### src/hw/tx_clk_map.svh
`ifndef TX_CLK_MAP_SVH
`define TX_CLK_MAP_SVH

// ----------------------------------------------------------------------
// Register map (byte addresses, one 32-bit word each)
// ----------------------------------------------------------------------
`define TXC_CTRL_ADDR      4'h0
`define TXC_STATUS_ADDR    4'h4

// Control register fields
`define TXC_CTRL_MASTER    0
`define TXC_CTRL_SHARED    1
`define TXC_CTRL_MUX       2
`define TXC_CTRL_FP_INV    3
`define TXC_CTRL_E1        4
`define TXC_CTRL_RESET     5'h00

// Status register fields
`define TXC_STAT_SEL_LSB   0
`define TXC_STAT_CLK_LSB   8
`define TXC_STAT_GEN       16

// ----------------------------------------------------------------------
// Rates and counts
// ----------------------------------------------------------------------
`define TXC_SYS_KHZ        64'd100000
`define TXC_T1_KHZ         64'd1544
`define TXC_E1_KHZ         64'd2048
// Phase step per system cycle for a master-mode link clock
`define TXC_NCO_STEP(khz)  ((64'(khz) << 32) / `TXC_SYS_KHZ)
// Phase step per reference half period for the generated T1-rate clock
`define TXC_GEN_STEP(n, base) \
    ((`TXC_T1_KHZ << 32) / (64'd2 * 64'(n) * (base)))
`define TXC_T1_FRAME_BITS  9'd193
`define TXC_E1_FRAME_BITS  9'd256

`endif

### src/hw/tx_clk_pkg.sv
package tx_clk_pkg;
    typedef logic [31:0] phase_t;
    typedef logic [8:0]  bit_count_t;
    typedef enum logic [1:0] {
        MODE_SLAVE  = 2'b00,
        MODE_MASTER = 2'b01,
        MODE_MUX    = 2'b10
    } tx_mode_e;
endpackage

### src/hw/tx_sys_clocking.sv
`timescale 1ns/1ps
// Notes on behaviour
// - Master mode drives each link clock, 1.544 or 2.048 MHz, samples on it.
// - Slave mode samples each link's data, signalling, frame pulse on its clock.
// - Shared-slave bit makes link 1 clock sample all eight links.
// - Multiplexed mode samples buses A/B and frame pulse on the shared clock.
// - Base-rate pin low means 1.544 MHz multiple, high means 2.048 MHz.
// - Multiplier pins 00,01,10,11 give 1,2,3,4 times the base rate.
// - Generator makes a 1.544 MHz clock from the reference on its own pin.
// - Oscillator output pin is the inverted, buffered oscillator input.
// - Frame pulse updated or sampled on link clock edge; polarity by invert bit.
`include "tx_clk_map.svh"

module tx_sys_clocking
    import tx_clk_pkg::*;
(
    input  wire logic        clock,               // 100 MHz system clock
    input  wire logic        rst,                 // Sync reset, active high
    // Avalon-MM slave
    input  wire logic [3:0]  address,             // Byte address
    input  wire logic        read,                // Read request
    input  wire logic        write,               // Write request
    input  wire logic [31:0] writedata,           // Write data
    output logic      [31:0] readdata,            // Read data
    output logic             waitrequest,         // Stall
    // Link pins
    input  wire logic [7:0]  tx_sys_clk_in,       // Link clock pin level
    output logic      [7:0]  tx_sys_clk_out,      // Link clock drive
    output logic      [7:0]  tx_sys_clk_oe,       // Link clock enable
    input  wire logic [7:0]  tx_sys_data,         // Data pins, mux buses
    input  wire logic [7:0]  tx_sys_signalling,   // Signalling, mux buses
    input  wire logic [7:0]  tx_sys_frame_pulse_in,  // Frame pulse level
    output logic      [7:0]  tx_sys_frame_pulse_out, // Frame pulse drive
    output logic      [7:0]  tx_sys_frame_pulse_oe,  // Frame pulse enable
    // Clock generator pins
    input  wire logic        ref_osc_in,          // Reference oscillator
    output logic             ref_osc_out,         // Inverted reference
    input  wire logic [2:0]  clk_sel,             // Reference select
    output logic             gen_t1_rate_clk_out, // Generated 1.544 MHz
    // Core side
    output logic      [7:0]  link_strobe,         // Per-link sample pulse
    output logic      [7:0]  link_data,           // Sampled data bits
    output logic      [7:0]  link_sig,            // Sampled signalling
    output logic      [7:0]  link_frame_start,    // Frame pulse, active high
    output logic             mux_strobe,          // Mux sample pulse
    output logic      [1:0]  mux_data_a,          // Sampled data bus A
    output logic      [1:0]  mux_data_b,          // Sampled data bus B
    output logic      [1:0]  mux_sig_a,           // Sampled sig bus A
    output logic      [1:0]  mux_sig_b,           // Sampled sig bus B
    output logic             mux_frame_start      // Mux frame, active high
);

    // ------------------------------------------------------------------
    // Control register and mode
    // ------------------------------------------------------------------
    logic [4:0] ctrl;
    tx_mode_e   mode;
    logic       rd_ack;
    logic [2:0] sel_cap;
    logic [7:0] clk_lvl;
    logic       gen_clk;

    // Mux mode wins, since it repurposes the link 1 pins
    always_comb begin
        if (ctrl[`TXC_CTRL_MUX])
            mode = MODE_MUX;
        else if (ctrl[`TXC_CTRL_MASTER])
            mode = MODE_MASTER;
        else
            mode = MODE_SLAVE;
    end

    // Every access is answered one cycle after it is presented
    assign waitrequest = (read | write) & ~rd_ack;

    // Writes land in the acknowledged cycle, when the master completes
    always_ff @(posedge clock) begin
        if (rst) begin
            rd_ack <= 1'b0;
            ctrl   <= `TXC_CTRL_RESET;
        end else begin
            rd_ack <= (read | write) & ~rd_ack;
            if (write && rd_ack && address == `TXC_CTRL_ADDR)
                ctrl <= writedata[4:0];
        end
    end

    // Read data; unmapped addresses read as zero
    always_ff @(posedge clock) begin
        if (rst) begin
            readdata <= 32'h0000_0000;
        end else if (read && !rd_ack) begin
            readdata <= 32'h0000_0000;
            unique case (address)
                `TXC_CTRL_ADDR:
                    readdata[4:0] <= ctrl;
                `TXC_STATUS_ADDR: begin
                    readdata[`TXC_STAT_SEL_LSB +: 3] <= sel_cap;
                    readdata[`TXC_STAT_CLK_LSB +: 8] <= clk_lvl;
                    readdata[`TXC_STAT_GEN]          <= gen_clk;
                end
                default:
                    readdata <= 32'h0000_0000;
            endcase
        end
    end

    // ------------------------------------------------------------------
    // Pin synchronisers
    // ------------------------------------------------------------------
    logic [7:0] clk_m, dat_m, dat_s, sig_m, sig_s, fp_m, fp_s;
    logic [7:0] clk_prev;
    logic [2:0] sel_m, sel_s;
    logic       osc_m, osc_s, osc_prev;

    // Two flops on every asynchronous pin; only the ref_osc_out buffer takes ref_osc_in directly
    always_ff @(posedge clock) begin
        clk_m <= tx_sys_clk_in;
        clk_lvl <= clk_m;
        dat_m <= tx_sys_data;
        dat_s <= dat_m;
        sig_m <= tx_sys_signalling;
        sig_s <= sig_m;
        fp_m  <= tx_sys_frame_pulse_in;
        fp_s  <= fp_m;
        sel_m <= clk_sel;
        sel_s <= sel_m;
        osc_m <= ref_osc_in;
        osc_s <= osc_m;
    end

    // Released clock pins idle high, so start high: no false edge
    always_ff @(posedge clock) begin
        if (rst) begin
            clk_prev <= 8'hFF;
            osc_prev <= 1'b0;
        end else begin
            clk_prev <= clk_lvl;
            osc_prev <= osc_s;
        end
    end

    // ------------------------------------------------------------------
    // Master-mode link clock
    // ------------------------------------------------------------------
    phase_t     nco;
    logic       nco_prev;
    bit_count_t bit_cnt;
    logic       fp_act;

    // Phase accumulator; its top bit is the link clock
    always_ff @(posedge clock) begin
        if (rst) begin
            nco      <= 32'h0000_0000;
            nco_prev <= 1'b0;
        end else begin
            nco <= nco + (ctrl[`TXC_CTRL_E1]
                ? phase_t'(`TXC_NCO_STEP(`TXC_E1_KHZ))
                : phase_t'(`TXC_NCO_STEP(`TXC_T1_KHZ)));
            nco_prev <= nco[31];
        end
    end

    // Master drives all eight clocks; slave and mux only listen
    assign tx_sys_clk_out = {8{nco[31]}};
    assign tx_sys_clk_oe  = {8{mode == MODE_MASTER}};

    // Active edge per link; shared mode uses link 1's clock, mux mode gives no link edges
    logic [7:0] edge_own, edge_use;
    logic       master_edge;
    assign master_edge = nco[31] & ~nco_prev;
    assign edge_own    = clk_lvl & ~clk_prev;
    always_comb begin
        unique case (mode)
            MODE_MASTER: edge_use = {8{master_edge}};
            MODE_MUX:    edge_use = 8'h00;
            MODE_SLAVE:  edge_use = ctrl[`TXC_CTRL_SHARED]
                                  ? {8{edge_own[0]}}
                                  : edge_own;
            default:     edge_use = 8'h00;
        endcase
    end

    // Bit counter for the outgoing frame pulse
    always_ff @(posedge clock) begin
        if (rst || mode != MODE_MASTER)
            bit_cnt <= 9'd0;
        else if (master_edge)
            bit_cnt <= (bit_cnt == (ctrl[`TXC_CTRL_E1]
                        ? `TXC_E1_FRAME_BITS : `TXC_T1_FRAME_BITS) - 9'd1)
                     ? 9'd0 : bit_cnt + 9'd1;
    end

    // Frame pulse changes only on the link clock edge, polarity by invert
    assign fp_act = ctrl[`TXC_CTRL_FP_INV];
    always_ff @(posedge clock) begin
        if (rst)
            tx_sys_frame_pulse_out <= 8'h00;
        else if (master_edge)
            tx_sys_frame_pulse_out <= {8{(bit_cnt == 9'd0) ^ fp_act}};
    end
    assign tx_sys_frame_pulse_oe = {8{mode == MODE_MASTER}};

    // ------------------------------------------------------------------
    // Per-link sampling
    // ------------------------------------------------------------------
    // Inputs are taken on the active edge of the selected clock
    always_ff @(posedge clock) begin
        if (rst) begin
            link_strobe      <= 8'h00;
            link_data        <= 8'h00;
            link_sig         <= 8'h00;
            link_frame_start <= 8'h00;
        end else begin
            link_strobe <= edge_use;
            for (int i = 0; i < 8; i++) begin
                if (edge_use[i]) begin
                    link_data[i] <= dat_s[i];
                    link_sig[i]  <= sig_s[i];
                    link_frame_start[i] <= (mode == MODE_MASTER)
                        ? (bit_cnt == 9'd0)
                        : fp_s[i] ^ fp_act;
                end
            end
        end
    end

    // Multiplexed buses share the link pins and link 1's clock pin
    always_ff @(posedge clock) begin
        if (rst) begin
            mux_strobe      <= 1'b0;
            mux_data_a      <= 2'b00;
            mux_data_b      <= 2'b00;
            mux_sig_a       <= 2'b00;
            mux_sig_b       <= 2'b00;
            mux_frame_start <= 1'b0;
        end else begin
            mux_strobe <= (mode == MODE_MUX) & edge_own[0];
            if (mode == MODE_MUX && edge_own[0]) begin
                mux_data_a      <= {dat_s[4], dat_s[0]};
                mux_data_b      <= {dat_s[5], dat_s[1]};
                mux_sig_a       <= {sig_s[4], sig_s[0]};
                mux_sig_b       <= {sig_s[5], sig_s[1]};
                mux_frame_start <= fp_s[0] ^ fp_act;
            end
        end
    end

    // ------------------------------------------------------------------
    // Clock generator
    // ------------------------------------------------------------------
    phase_t gen_acc;
    phase_t gen_step;

    // Select pins are sampled while reset is asserted, then held
    always_ff @(posedge clock) begin
        if (rst)
            sel_cap <= sel_s;
    end

    // Step per reference half period, from base rate and multiple
    always_comb begin
        unique case (sel_cap)
            3'b000: gen_step = phase_t'(`TXC_GEN_STEP(1, `TXC_T1_KHZ));
            3'b001: gen_step = phase_t'(`TXC_GEN_STEP(2, `TXC_T1_KHZ));
            3'b010: gen_step = phase_t'(`TXC_GEN_STEP(3, `TXC_T1_KHZ));
            3'b011: gen_step = phase_t'(`TXC_GEN_STEP(4, `TXC_T1_KHZ));
            3'b100: gen_step = phase_t'(`TXC_GEN_STEP(1, `TXC_E1_KHZ));
            3'b101: gen_step = phase_t'(`TXC_GEN_STEP(2, `TXC_E1_KHZ));
            3'b110: gen_step = phase_t'(`TXC_GEN_STEP(3, `TXC_E1_KHZ));
            3'b111: gen_step = phase_t'(`TXC_GEN_STEP(4, `TXC_E1_KHZ));
        endcase
    end

    // Both reference edges tick the accumulator, so a 1x ratio still fits
    always_ff @(posedge clock) begin
        if (rst)
            gen_acc <= 32'h0000_0000;
        else if (osc_s != osc_prev)
            gen_acc <= gen_acc + gen_step;
    end

    assign gen_clk = gen_acc[31];

    // Output flop for the generated clock
    always_ff @(posedge clock) begin
        if (rst)
            gen_t1_rate_clk_out <= 1'b0;
        else
            gen_t1_rate_clk_out <= gen_clk;
    end

    // Pure inverting buffer; resampling at 100 MHz would distort the reference
    assign ref_osc_out = ~ref_osc_in;

endmodule

### config.mk
export PLATFORM = sky130hd
export DESIGN_NAME = tx_sys_clocking
export DESIGN_NICKNAME = d
export VERILOG_FILES = /design/src/hw/tx_clk_pkg.sv /design/src/hw/tx_sys_clocking.sv
export VERILOG_INCLUDE_DIRS = /design/src /design/src/hw
export SDC_FILE = /design/constraint.sdc
export NUM_CORES = 1
export LEC_CHECK = 0
export ABC_AREA = 0
export BUFFER_PORTS_ARGS = -buffer_cell sky130_fd_sc_hd__buf_2
export CAP_MARGIN = 20
export CELL_PAD_IN_SITES_DETAIL_PLACEMENT = 0
export CELL_PAD_IN_SITES_GLOBAL_PLACEMENT = 2
export CORE_MARGIN = 8
export CORE_UTILIZATION = 37
export DETAILED_ROUTE_END_ITERATION = 10
export PLACE_DENSITY_LB_ADDON = 0.1
export SETUP_SLACK_MARGIN = 0.2
export SYNTH_ARGS = -nofsm -noshare
export SYNTH_HDL_FRONTEND = slang
export SYNTH_SLANG_ARGS = --single-unit
### constraint.sdc
create_clock -name clock -period 4.4 [get_ports clock]
set_input_delay 0.88 -clock clock [delete_from_list [all_inputs] [get_ports clock]]
set_output_delay 0.88 -clock clock [all_outputs]
set_load 0.01 [all_outputs]
==> results.sh, run 1 <==
export IMPL_drv_cap=0
export IMPL_drt_wl_total_mm=23.0
export IMPL_crit_path_start="ctrl[4]$_SDFFE_PP0P_"
export IMPL_hold_class="reg -> reg"
export IMPL_dp_hpwl_mm=16.3
export IMPL_synth_edf_count=3
export IMPL_p_leak_uw=0.00499
export IMPL_dieWidth_um=178
export IMPL_required_ns=4.82
export IMPL_post_cts_buffers=0
export IMPL_synth_area_um2=9690
export IMPL_grt_max_degree=105
export IMPL_fin_nets=1239
export IMPL_slew_headroom=0.471
export IMPL_fin_cells=1480
export IMPL_synth_ff_type="dfxtp_1"
export IMPL_synth_seq_cells=231
export IMPL_syn_inst=1022
export IMPL_vias=7129
export IMPL_p_per_area_nw_per_um2=483
export IMPL_clk_pin_slew_ns=0.06
export IMPL_syn_avg_cell_area_um2=9.48
export IMPL_cp_start_kind="flip-flop"
export IMPL_final_common_cell="dfxtp_1"
export IMPL_core_area_um2=25900
export IMPL_min_period_ns=2.99
export IMPL_slew_viol_final=0
export IMPL_ys_seq_area_frac=0.480
export IMPL_async_flop_share=0
export IMPL_cts_tree="done"
export IMPL_clockBufferDepth=3
export IMPL_dp_cells=1432
export IMPL_dr_pass1_iters=6
export IMPL_grt_pass1_vias=7169
export IMPL_start_util=0.374
export IMPL_critPathMaxStageDelay_ns=0.37
export IMPL_rsz0062_at_grt="false"
export IMPL_setup_tns_final_ns=0
export IMPL_antenna_found_initial=4
export IMPL_tightest_slew_ns=0.790
export IMPL_critPathMaxFanout=10
export IMPL_ant_nets=0
export IMPL_worstSetupPathType="reg -> reg"
export IMPL_holdCritStartpoint="clk_m[3]$_DFF_P_"
export IMPL_yosysUniqueCellTypes=72
export IMPL_cts_hold_buffers_added=0
export IMPL_ir_worst_vdd_v=0.000315
export IMPL_grt_pass1_wl_mm=37.7
export IMPL_finalSetupViolCount=0
export IMPL_root_buffer="clkbuf_16"
export IMPL_gr_usage_all_layers=0.145
export IMPL_period_share=0.680
export IMPL_place_port_buffers=139
export IMPL_die_h_um=178
export IMPL_clock_latency_ns=0.55
export IMPL_rrSetupSlack_ns=1.41
export IMPL_post_route_drc_count=0
export IMPL_post_drt_wl_per_cell_um=15.6
export IMPL_grt_remaining_overflow=0
export IMPL_arrival_ns=3.42
export IMPL_finalClockSkew_ns=0.0212
export IMPL_gp_congestion=0.740
export IMPL_numCtsBuffers=26
export IMPL_post_cts_resize_count=0
export IMPL_hold_viol=0
export IMPL_cts_sinks=231
export IMPL_routed_via_density=4.82
export IMPL_drive_above_1_share=0.190
export IMPL_crit_slowest_cell="inv_1"
export IMPL_crit_family="compound AO/OA/AOI/OAI gates"
export IMPL_status="complete, no violations"
export IMPL_fmax_mhz=334
export IMPL_antenna_cells=0
export IMPL_cts_htree_levels=1
export IMPL_num_rows=59
export IMPL_die_area_um2=31600
export IMPL_area_growth_pct=16.9
export IMPL_drt_iter0_drc=313
export IMPL_r2r_start="ctrl[4]$_SDFFE_PP0P_"
export IMPL_ys_warn_count=0
export IMPL_final_cell_mix="228 x dfxtp_1, 138 x buf_2, 137 x nor2_1, 68 x a21oi_1, 56 x nand2_1"
export IMPL_path_buf_inv=2
export IMPL_io_pins=185
export IMPL_cp_end_kind="flip-flop"
export IMPL_crit_chain="inv_1 > ha_1 > inv_1 > ha_1 > nor2b_1 > o2111a_1 > o211ai_1 > a21oi_1 > o21ai_1 > o21ai_1 > mux2_2"
final cells by class:
type | instances | area [um2]
Clock buffer | 41 | 787
Clock inverter | 7 | 116
Tap cell | 335 | 419
Timing Repair Buffer | 144 | 748
Multi-Input combinational cell | 699 | 4520
Sequential cell | 231 | 4650
Inverter | 23 | 86.3
Fill cell | 2620 | 14600
cell families after synthesis:
group | share of synthesized area
and+or+nand+nor | 0.163
DFF | 0.480
AOI/OAI and AO/OA | 0.145
buffers and inverters | 0.0611
xor gates and xnor gates | 0.0524
muxes | 0.0489
adders and majority gates | 0.0491
other | 0.000387
registers in the layout (all words and copies together), names as in the netlist, 9 cells and up:
| register | flops |
|---|---|
| bit_cnt | 9 |
| gen_acc | 31 |
| gen_step | 10 |
| nco | 32 |
| readdata | 14 |
Yosys cell counts (23+ instances only):
cell / number / area [um2]
xor2_1: 31 / 272
dfxtp_1: 228 / 4560
buf_4: 48 / 360
nor2_1: 137 / 514
nand2_1: 56 / 210
a21oi_1: 68 / 340
ha_1: 38 / 475
xnor2_1: 27 / 236
clkbuf_1: 36 / 135
inv_1: 23 / 86.3
mux2i_1: 44 / 440
o21ai_0: 26 / 130
report_power, final:
part	total, uW	switching, uW	internal, uW
clock network	2220	869	1350
registers	2360	97.4	2260
logic	901	510	391
layer usage:
layer  GRT usage  up-vias  share of wire
met5           0        -         0.0024
met4      0.0344        8          0.018
met3      0.0528       38          0.084
met2       0.225      176           0.42
met1       0.190     3207           0.47
li1            -     3700              -
through the flow:
step / instance area, um2 / setup WS (ns) / hold slack (ns) / total power [uW] / utilization
4_1_cts: 11300 / 1.35 / 0.326 / 5570 / 0.437
6_report: 11300 / 1.41 / 0.324 / 5480 / 0.437
2_1_floorplan: 9760 / 1.81 / 0.310 / 3090 / -
3_5_place_dp: 10400 / 1.37 / 0.312 / 3300 / 0.402
3_3_place_gp: 10400 / 1.38 / 0.310 / 3300 / 0.402
5_1_grt: 11300 / 1.10 / 0.330 / 5790 / 0.437
worst reg2reg max path, stage by stage (launching register included):
cell	delay [ns]
dfxtp_1	0.30
inv_1	0.37
ha_1	0.27
inv_1	0.05
ha_1	0.18
nor2b_1	0.23
o2111a_1	0.30
o211ai_1	0.14
a21oi_1	0.34
o21ai_1	0.19
o21ai_1	0.17
mux2_2	0.34
path summary, 6_finish.rpt:
path,endpoint,cells past startpoint
min reg2reg,clk_lvl[3]$_DFF_P_,0
max reg2reg,nco[30]$_SDFF_PP0_,11
min,clk_lvl[3]$_DFF_P_,0
max,nco[30]$_SDFF_PP0_,11
Power figures use the tool's default switching activity.
==> run 2, diff against run 1 <==
ABC_AREA = 1   (was 0)
CORE_UTILIZATION = 28   (was 37)
clock period = 2.59 ns   (was 4.4 ns; I/O delays follow)
==> run 2 against run 1 <==
  * Cell count up 46%
  * Worst hold slack worse by 0.28 ns
  * Synthesized cell count is 47% higher
  * Setup slack got worse by 1.1 ns
  * First-iteration DRC count is 19% higher
  * Combinational power rose by 70%
  * Sequential share of layout area decreased by 4.7 points
  * Global-route usage is 0.28 points lower
  * Core utilization decreased by 9.7 points
  * Non-clock buffer count up 14
  * Synthesized area grew 11%
  * Critical endpoint is now nco[25]$_SDFF_PP0_
  * Largest cell class is now multi-input gates
  * Largest power group is now clock
==> results.sh, run 2 <==
export IMPL_status="complete, no violations"
export IMPL_yosysMostFrequentCell="nand2_1"
export IMPL_synth_ff_type="dfxtp_1"
export IMPL_drive_above_1_share=0.152
export IMPL_area_growth_pct=19.7
export IMPL_r2r_start="ctrl[4]$_SDFFE_PP0P_"
export IMPL_post_drt_wl_per_cell_um=14.9
export IMPL_required_ns=3.05
export IMPL_start_util=0.284
export IMPL_dieWidth_um=212
export IMPL_finalSetupViolCount=0
export IMPL_num_rows=71
export IMPL_clk_pin_slew_ns=0.07
export IMPL_cts_hold_buffers_added=0
export IMPL_ys_seq_area_frac=0.435
export IMPL_synth_common_cells="325 x nand2_1, 228 x dfxtp_1, 209 x nor2_1"
export IMPL_gr_usage_all_layers=0.142
export IMPL_setup_tns_final_ns=0
export IMPL_synth_edf_count=3
export IMPL_ys_top_cells_by_area="dfxtp_1 43%, nand2_1 11%, nor2_1 7.3%"
export IMPL_ir_worst_vdd_v=0.000525
export IMPL_dp_hpwl_mm=24.2
export IMPL_fmax_mhz=445
export IMPL_final_cell_mix="325 x nand2_1, 227 x dfxtp_1, 207 x nor2_1, 194 x inv_1, 139 x buf_2"
export IMPL_grt_max_degree=52
export IMPL_p_leak_uw=0.00631
export IMPL_switching_share=0.290
export IMPL_drt_wl_total_mm=32.2
export IMPL_routed_via_density=4.28
export IMPL_root_buffer="clkbuf_16"
export IMPL_syn_inst=1500
export IMPL_drv_cap=0
export IMPL_drt_iter0_drc=372
export IMPL_vias=9263
export IMPL_hold_ws_ns=0.0437
export IMPL_io_pins=185
export IMPL_worstSetupPathType="reg -> reg"
export IMPL_largest_reg_flops=32
export IMPL_post_route_drc_count=0
export IMPL_p_int_uw=6860
export IMPL_grt_pass1_vias=9421
export IMPL_tightest_slew_ns=0.575
export IMPL_period_share=0.867
export IMPL_gp_congestion=0.790
export IMPL_cp_end_kind="flip-flop"
export IMPL_antenna_cells=0
export IMPL_biggestRegsByFlops="nco x32, gen_acc x31, readdata x14"
export IMPL_arrival_ns=2.70
export IMPL_core_area_um2=37700
export IMPL_antenna_found_initial=5
export IMPL_combPwrFrac=0.158
export IMPL_clock_latency_ns=0.57
export IMPL_dr_pass1_iters=5
export IMPL_slew_headroom=0.617
export IMPL_syn_avg_cell_area_um2=7.14
export IMPL_die_area_um2=44800
export IMPL_power_total_uw=9660
export IMPL_hold_viol=0
export IMPL_slew_viol_final=0
export IMPL_cp_start_kind="flip-flop"
export IMPL_final_area_um2=12800
export IMPL_p_per_area_nw_per_um2=754
export IMPL_ant_nets=0
export IMPL_ys_warn_count=0
export IMPL_pwr_share_clk=0.429
export IMPL_crit_path_start="ctrl[4]$_SDFFE_PP0P_"
export IMPL_numCtsBuffers=28
export IMPL_placed_cell_area_um2=11700
export IMPL_grt_pass1_wl_mm=51.3
export IMPL_fin_nets=1745
export IMPL_critPathMaxFanout=6
export IMPL_final_common_cell="nand2_1"
export IMPL_grt_remaining_overflow=0
export IMPL_synth_seq_cells=231
export IMPL_switchingPower_uw=2800
export IMPL_p_seq_frac=0.413
export IMPL_finalClockSkew_ns=0.0277
export IMPL_rsz0062_at_grt="true"
export IMPL_cts_sinks=231
export IMPL_cts_tree="done"
export IMPL_place_port_buffers=139
export IMPL_largest_register="nco"
export IMPL_async_flop_share=0
export IMPL_holdCritStartpoint="tx_sys_clk_in[2]"
export IMPL_cts_htree_levels=1
export IMPL_yosysUniqueCellTypes=45
export IMPL_rrSetupSlack_ns=0.34
export IMPL_min_period_ns=2.25
export IMPL_die_h_um=212
export IMPL_clockBufferDepth=3
export IMPL_yosysTopAreaCell="dfxtp_1"
export IMPL_synth_top_area_frac=0.426
export IMPL_hold_class="in -> reg"
export IMPL_synth_area_um2=10700
run 2: changes by cell type after synthesis, sizes merged, moves of 12 or more:
cell / change
nor2: +75
a21oi: +32
inv: +180
nor2b: -22
a211oi: -14
clkbuf: -23
xor2: -21
mux2i: -44
xnor2: -24
nand3: +59
nand2: +275
buf: +12
o21ai: +100
a21o: -16
run 2: per-stage QoR:
stage / util / instances / worst slack, ns
2_1_floorplan: - / 1517 / 0.567
3_3_place_gp: 0.312 / 2107 / 0.256
3_5_place_dp: 0.312 / 2107 / 0.246
4_1_cts: 0.338 / 2157 / 0.203
5_1_grt: 0.340 / 2162 / 0.185
6_report: 0.340 / 2162 / 0.344
run 2: area by class of cell:
| type | count | area, um2 |
|---|---|---|
| inverters | 204 | 771 |
| well taps | 511 | 639 |
| repair inverters | 1 | 7.51 |
| repair buffers | 158 | 838 |
| flip-flops and latches | 231 | 4660 |
| fillers | 4147 | 24800 |
| clock buffers | 38 | 810 |
| clock inverters | 12 | 179 |
| multi-input cells | 1007 | 4920 |
run 2: what timing repair did:
item / in CTS / in global routing
endpoints found under the setup margin: 0 / 15
setup buffers: 0 / 4
hold endpoints to repair: 0 / 0
gates resized for setup: 0 / 19
run 2: cell families (layout without fill, tap and decap cells):
group	after synthesis	in the layout	synth area share
AND/OR/NAND/NOR	672	672	0.261
XOR/XNOR	13	13	0.0106
other	1	18	0.000350
flip-flops	231	231	0.435
buffers and inverters	279	413	0.116
adder cells (fa/ha/maj)	38	38	0.0444
AO/OA/AOI/OAI	266	266	0.132
run 2: final timing paths:
kind              cells after the start                  to
hold reg to reg                       0     fp_s[7]$_DFF_P_
setup reg to reg                     10  nco[25]$_SDFF_PP0_
setup / recovery                     10  nco[25]$_SDFF_PP0_
hold / removal                        1    clk_m[2]$_DFF_P_
run 2: power groups by stage:
stage	logic, uW	registers, uW	clock network (uW)
finish	1530	3990	4140
global route	1770	4030	4440
CTS	1540	3990	4290
detailed placement	1530	4060	0
global placement	1530	4070	0
floorplan	1090	4030	0
run 2: per-layer routing:
metal | wire length (um) | global-route usage | share of wire
met1 | 15500 | 0.183 | 0.48
met2 | 14300 | 0.236 | 0.45
met4 | 579 | 0.0288 | 0.018
met5 | 63 | 0 | 0.0020
met3 | 1730 | 0.0401 | 0.054
run 2: worst max-delay path, cell delays in order (launching register included):
cell,delay [ns]
dfxtp_4,0.38
clkinvlp_4,0.20
buf_4,0.19
ha_1,0.36
nand2_1,0.14
nor2_2,0.22
nand4_1,0.16
nor2_1,0.13
nand2_1,0.11
a21oi_1,0.17
nor2_1,0.06
